`src/pkg/bridge_defs.vh`:
```
`ifndef BRIDGE_DEFS_VH
`define BRIDGE_DEFS_VH

// Scheme field encodings
`define SCHEME_SIX          2'h0
`define SCHEME_THREE        2'h1
`define SCHEME_SINGLE       2'h2
`define SCHEME_INDEP        2'h3

// Strap decode levels (external comparator result)
`define STRAP_GND           2'h0
`define STRAP_47K           2'h1
`define STRAP_OPEN          2'h2

// Timing
`define CLK_PERIOD_NS       10
`define READY_TIME_MS       1
`define READY_CYCLES        ((`READY_TIME_MS * 1000000) / `CLK_PERIOD_NS)
`define DEAD_TIME_NS        100
`define DEAD_CYCLES         ((`DEAD_TIME_NS + `CLK_PERIOD_NS - 1) / `CLK_PERIOD_NS)

`endif

```
`src/core/half_bridge_input_decoder.v`:
```
`timescale 1ns/1ps
`include "bridge_defs.vh"

// Operation
// - Field 00 or strap at ground selects the six-input scheme.
// - Six-input: high alone drives high gate, low alone low gate, equal floats.
// - Field 01 or strap through 47k selects the three-input scheme.
// - Three-input: low-side input low turns both gates off, phase floats.
// - Three-input, low-side high: high-side input picks high or low gate.
// - Serial access accepted from 1 ms after enable with supply good.
// - Any fault drives the active-low fault output; details held readable.
// - Dead time inserted between one gate off and the other on.
// - Field 10 or open strap selects the single-input table scheme.
module half_bridge_input_decoder #(
    parameter READY_CNT = `READY_CYCLES
) (
    // Clock and reset
    input  wire       clk_i,
    input  wire       rst_i,
    // Scheme select
    input  wire       use_strap_i,
    input  wire [1:0] scheme_field_i,
    input  wire [1:0] strap_level_i,
    // Controller inputs
    input  wire [2:0] high_side_control_in_i,
    input  wire [2:0] low_side_control_in_i,
    // Supply, enable and faults
    input  wire       enable_i,
    input  wire       supply_lockout_i,
    input  wire [3:0] fault_src_i,
    input  wire       fault_clear_i,
    // Gate commands
    output wire [2:0] upper_gate_cmd_o,
    output wire [2:0] lower_gate_cmd_o,
    // Status
    output reg  [1:0] scheme_o,
    output reg        serial_ready_o,
    output reg        fault_flag_n_o,
    output reg  [3:0] fault_detail_o
);

    // Three-stage synchroniser on the enable, lockout and controller input pins
    reg [7:0] s1_q;
    reg [7:0] s2_q;
    reg [7:0] s3_q;
    reg [7:0] stable_q;
    wire [7:0] raw = {enable_i, supply_lockout_i, high_side_control_in_i,
                      low_side_control_in_i};
    integer k;

    always @(posedge clk_i) begin
        if (rst_i) begin
            s1_q     <= 8'h00;
            s2_q     <= 8'h00;
            s3_q     <= 8'h00;
            stable_q <= 8'h00;
        end else begin
            s1_q <= raw;
            s2_q <= s1_q;
            s3_q <= s2_q;
            for (k = 0; k < 8; k = k + 1) begin
                if (s2_q[k] == s3_q[k])
                    stable_q[k] <= s3_q[k];
            end
        end
    end

    wire [2:0] lo_s  = stable_q[2:0];
    wire [2:0] hi_s  = stable_q[5:3];
    wire       lock_s = stable_q[6];
    wire       en_s   = stable_q[7];

    // Scheme select; strap wins when the hardware variant is strapped
    function [1:0] strap_map;
        input [1:0] lvl;
        begin
            case (lvl)
                `STRAP_GND:  strap_map = `SCHEME_SIX;
                `STRAP_47K:  strap_map = `SCHEME_THREE;
                `STRAP_OPEN: strap_map = `SCHEME_SINGLE;
                default:     strap_map = `SCHEME_INDEP;
            endcase
        end
    endfunction

    // Scheme is sampled continuously; changing it mid-switching is on the controller
    always @(posedge clk_i) begin
        if (rst_i)
            scheme_o <= `SCHEME_SIX;
        else
            scheme_o <= use_strap_i ? strap_map(strap_level_i) : scheme_field_i;
    end

    // Per-phase decode; one function serves all three legs
    function [1:0] leg_want;
        input [1:0] sch;
        input       hi_in;
        input       lo_in;
        begin
            case (sch)
                `SCHEME_SIX:   leg_want = {hi_in && !lo_in, lo_in && !hi_in};
                `SCHEME_THREE: leg_want = {lo_in && hi_in, lo_in && !hi_in};
                // Table and independent schemes live elsewhere; gates stay off
                default:       leg_want = 2'h0;
            endcase
        end
    endfunction

    reg  [2:0] want_hi;
    reg  [2:0] want_lo;
    integer p;

    always @* begin
        want_hi = 3'h0;
        want_lo = 3'h0;
        for (p = 0; p < 3; p = p + 1) begin
            {want_hi[p], want_lo[p]} = leg_want(scheme_o, hi_s[p], lo_s[p]);
        end
    end

    // Faults and lockout force every gate off
    wire kill = lock_s || !en_s || !fault_flag_n_o;

    genvar g;
    generate
        for (g = 0; g < 3; g = g + 1) begin : leg
            phase_leg u_leg (
                .clk_i            (clk_i),
                .rst_i            (rst_i),
                .want_hi_i        (want_hi[g]),
                .want_lo_i        (want_lo[g]),
                .kill_i           (kill),
                .upper_gate_cmd_o (upper_gate_cmd_o[g]),
                .lower_gate_cmd_o (lower_gate_cmd_o[g])
            );
        end
    endgenerate

    // Ready timer after enable with supply good
    reg [31:0] ready_q;

    always @(posedge clk_i) begin
        if (rst_i || lock_s || !en_s) begin
            ready_q        <= 32'h0;
            serial_ready_o <= 1'b0;
        end else if (ready_q >= READY_CNT - 1) begin
            serial_ready_o <= 1'b1;
        end else begin
            ready_q <= ready_q + 32'h1;
        end
    end

    // Sticky fault detail; a new fault wins over a clear
    reg [3:0] fault_d;

    always @* begin
        fault_d = fault_clear_i ? 4'h0 : fault_detail_o;
        fault_d = fault_d | fault_src_i;
    end

    always @(posedge clk_i) begin
        if (rst_i) begin
            fault_detail_o <= 4'h0;
            fault_flag_n_o <= 1'b1;
        end else begin
            fault_detail_o <= fault_d;
            fault_flag_n_o <= ~(|fault_d);
        end
    end

endmodule // half_bridge_input_decoder

```
`src/core/phase_leg.v`:
```
`timescale 1ns/1ps
`include "bridge_defs.vh"

module phase_leg #(
    parameter DEAD_W   = 8,
    parameter [DEAD_W-1:0] DEAD_CNT = `DEAD_CYCLES
) (
    // Clock and reset
    input  wire clk_i,
    input  wire rst_i,
    // Requested gate levels
    input  wire want_hi_i,
    input  wire want_lo_i,
    input  wire kill_i,
    // Gate commands
    output reg  upper_gate_cmd_o,
    output reg  lower_gate_cmd_o
);

    reg [DEAD_W-1:0] dead_q;

    // Both gates drop at once; the new one waits out the dead time
    always @(posedge clk_i) begin
        if (rst_i || kill_i) begin
            upper_gate_cmd_o <= 1'b0;
            lower_gate_cmd_o <= 1'b0;
            dead_q           <= DEAD_CNT;
        end else if ((upper_gate_cmd_o && !want_hi_i) || (lower_gate_cmd_o && !want_lo_i)) begin
            upper_gate_cmd_o <= 1'b0;
            lower_gate_cmd_o <= 1'b0;
            dead_q           <= DEAD_CNT;
        end else if (dead_q != {DEAD_W{1'b0}}) begin
            dead_q <= dead_q - {{(DEAD_W-1){1'b0}}, 1'b1};
        end else begin
            upper_gate_cmd_o <= want_hi_i && !want_lo_i;
            lower_gate_cmd_o <= want_lo_i && !want_hi_i;
        end
    end

endmodule // phase_leg

```
`config.mk`:
```
export PLATFORM = sky130hd
export DESIGN_NAME = half_bridge_input_decoder
export DESIGN_NICKNAME = d
export VERILOG_FILES = /design/src/core/half_bridge_input_decoder.v /design/src/core/phase_leg.v
export VERILOG_INCLUDE_DIRS = /design/src /design/src/pkg
export SDC_FILE = /design/constraint.sdc
export NUM_CORES = 1
export LEC_CHECK = 0
export ABC_AREA = 1
export BUFFER_PORTS_ARGS = -buffer_cell sky130_fd_sc_hd__buf_2
export CORE_ASPECT_RATIO = 0.7
export CORE_MARGIN = 2
export CORE_UTILIZATION = 60
export DETAILED_ROUTE_END_ITERATION = 8
export PLACE_DENSITY = 0.79
export SETUP_SLACK_MARGIN = 0.02
export SLEW_MARGIN = 20
export SYNTH_ARGS = -nofsm -noshare
export SYNTH_HDL_FRONTEND = slang
export SYNTH_HIERARCHICAL = 1
export SYNTH_SLANG_ARGS = --single-unit
```
`constraint.sdc`:
```
create_clock -name clk_i -period 2.07 [get_ports clk_i]
set_input_delay 0.3105 -clock clk_i [delete_from_list [all_inputs] [get_ports clk_i]]
set_output_delay 0.3105 -clock clk_i [all_outputs]
set_load 0.01 [all_outputs]
```
==> metrics <==
maximum buffer depth of the clock tree=2; FF-to-FF setup slack=0.27 ns; vias in the first global route=3,580; NumNets Final=680; P_int=2.74 mW; CTS clk-pin slew, worst paths=0.09 ns; Reg power frac=58.1%; crit-path max FO=11; Tightest Pin Transition=0.526 ns; final worst slack=0.273 ns; Initial Util=63.2%; Layout area overhead=10.3%; CP Class=flop to flop; Sw Ratio=20.8%; Total Wirelength=8.73 mm; die span in x=110 um; worst min path class=input port to flop; Residual DRC=0; final worst path period share=86.8%; Hold-fix buffers, CTS=0; GRT overflow=0; syn avg cell area=7.61 um^2; Ys Warns=6; Vias=3,849; clk root buf=clkbuf_8; layout cells sized above 1=16.1%; largest area contributor in the netlist=dfxtp_1; CTS sink count=102; Comb power frac=2.4%; RSZ-0062 raised after global routing=no; post-route ant nets=0; minimum clock period=1.80 ns; Clock Latency Late Sink=0.36 ns; Power Dens Cells=668 mW/mm^2; Setup crit end kind=flop; vias per inst=5.10; post-cts repair resize count=0; antenna cells=0; Worst setup SP type=flop; final hold violation count=0; Worst R2R Start=ready_q[0]; Mapped Cells=616; Primary FF master, synth=dfxtp_1; EDFF count, synth=0; Area after DPL=0.00495 mm^2; Die Height=77.9 um; H-tree levels=3; Reg2Reg Depth=8; hold depth=3; Synth Register Bits=102; clock power share=39.5%; largest net degree at the start of global routing=34; status=completed; drt pass-1 iters=5; Die ar.=0.00854 mm^2; CTS tree=built; sum of negative setup slack=0 ns; Initial DRC Count=215; maximum VDD drop=520 uV; commonest non-fill, non-tap cells in the layout=121 x nand2_1, 102 x dfxtp_1, 97 x nor2_1; Max Cap Violations=0; Slew Viols, Final=0; Post-CTS Setup Inserts=0; CP required=2.36 ns; pre-CTS WS=0.335 ns; design area=0.00517 mm^2; initial antenna violation count=0; Final Skew=0.00647 ns; gr usage total=22.3%; Final Wtd Congestion=0.915; relative slew slack=65.0%; # setup viols final=0; Final Power=3.45 mW; Hold Path End=s1_q[3]; Final Non-Filler Cells=755; Switch Pwr=0.717 mW; Routed WL per cell=11.6 um; placeable core area=0.00742 mm^2; clock buffer count from CTS=9; first-pass GRT wire length=15.3 mm; Critical Path AT=2.08 ns; Seq/Total Area, Yosys=43.6%; r2r endpoint=ready_q[5]; synth unique cells=33; highest clock rate=556 MHz; most common cell after layout, fill and taps aside=nand2_1; Mapped Nets=643; Area contributors post-synth=dfxtp_1 44%, nand2_1 9.7%, nor2_1 7.8%; # IOs=34; Hold Crit Start=high_side_control_in_i[0]; Mapped Area=0.00469 mm^2; Async SR Flop Fraction=0%; post-DP HPWL=6.42 mm; port buffer count=33; num rows=26; Pleak=2.13 nW; Synth top area share=43.6%; Cells after DPL=740
-- metrics by stage --
step           hold WS (ns)  util, %
2_1_floorplan         0.388        -
3_3_place_gp          0.389     66.7
3_5_place_dp          0.397     66.7
4_1_cts               0.128     69.7
5_1_grt               0.123     69.7
6_report              0.142     69.7
-- power by group through the flow --
stage,clock (mW),sequential (mW),combinational [mW]
2_1_floorplan,0,2.05,0.0423
3_3_place_gp,0,2.05,0.0797
3_5_place_dp,0,2.05,0.0837
4_1_cts,1.39,2.01,0.0837
5_1_grt,1.47,2.01,0.0946
6_report,1.36,2.01,0.0827
-- synth_stat cells, types with 6 or more instances --
master and instances:
a211oi_1 8, a21oi_1 28, dfxtp_1 102, ha_1 7
inv_1 90, nand2_1 121, nand2_4 7, nand3_1 37
nand4_1 18, nor2_1 97, nor2_2 20, nor2_4 8
nor2_8 6, nor3_1 7, o21ai_0 9, o21bai_1 6
xor2_1 9
-- state kept, by name (all words and copies together), names as in the netlist --
| signal | count |
|---|---|
| leg.u_leg/dead_q | 24 |
| fault_flag_n_o | 1 |
| s3_q | 8 |
| leg.u_leg/upper_gate_cmd_o | 3 |
| s1_q | 8 |
| s2_q | 8 |
| stable_q | 8 |
| leg.u_leg/lower_gate_cmd_o | 3 |
| serial_ready_o | 1 |
| ready_q | 32 |
| fault_detail_o | 4 |
| scheme_o | 2 |
-- worst max path at each step --
| stage | slack [ns] | endpoint | cells past startpoint | from |
|---|---|---|---|---|
| floorplan | 0.55 | ready_q[15] | 10 | ready_q[0] |
| global placement | 0.45 | ready_q[15] | 8 | ready_q[0] |
| detailed placement | 0.33 | ready_q[15] | 8 | ready_q[0] |
| CTS | 0.29 | ready_q[5] | 8 | ready_q[0] |
| global route | 0.12 | ready_q[5] | 8 | ready_q[0] |
| finish | 0.27 | ready_q[5] | 8 | ready_q[0] |
-- worst max-delay path: stages (launching register included) --
cell     delay, ns
dfxtp_1       0.35
ha_1          0.24
nand3_2       0.14
nor2_2        0.05
nor2_1        0.14
nor2_1        0.08
nor2_2        0.39
nand3_1       0.14
a21oi_1       0.19
-- per-layer routing --
layer / track usage, % / part of all wire [%]
met5: 0 / 0
met4: 6.71 / 1.6
met3: 6.64 / 6.0
met2: 35.4 / 44
met1: 29.3 / 48
-- kinds of logic (layout without fill, tap and decap cells) --
| logic type | after synthesis | after routing | synth area share, % |
|---|---|---|---|
| xor+xnor | 14 | 14 | 2.62 |
| simple gates | 332 | 332 | 36.0 |
| buf+inv | 105 | 146 | 8.84 |
| flops | 102 | 102 | 43.6 |
| fa+ha+maj | 7 | 7 | 1.87 |
| compound gates | 56 | 56 | 7.10 |
-- layout make-up --
type | instances | area, um^2
flip-flops and latches | 102 | 2040
clock buffers | 10 | 138
well taps | 98 | 123
inverters | 95 | 364
clock inverters | 5 | 82.6
repair buffers | 36 | 188
fillers | 603 | 2250
multi-input cells | 409 | 2230
Note: power is estimated with default switching activity, not from simulation.
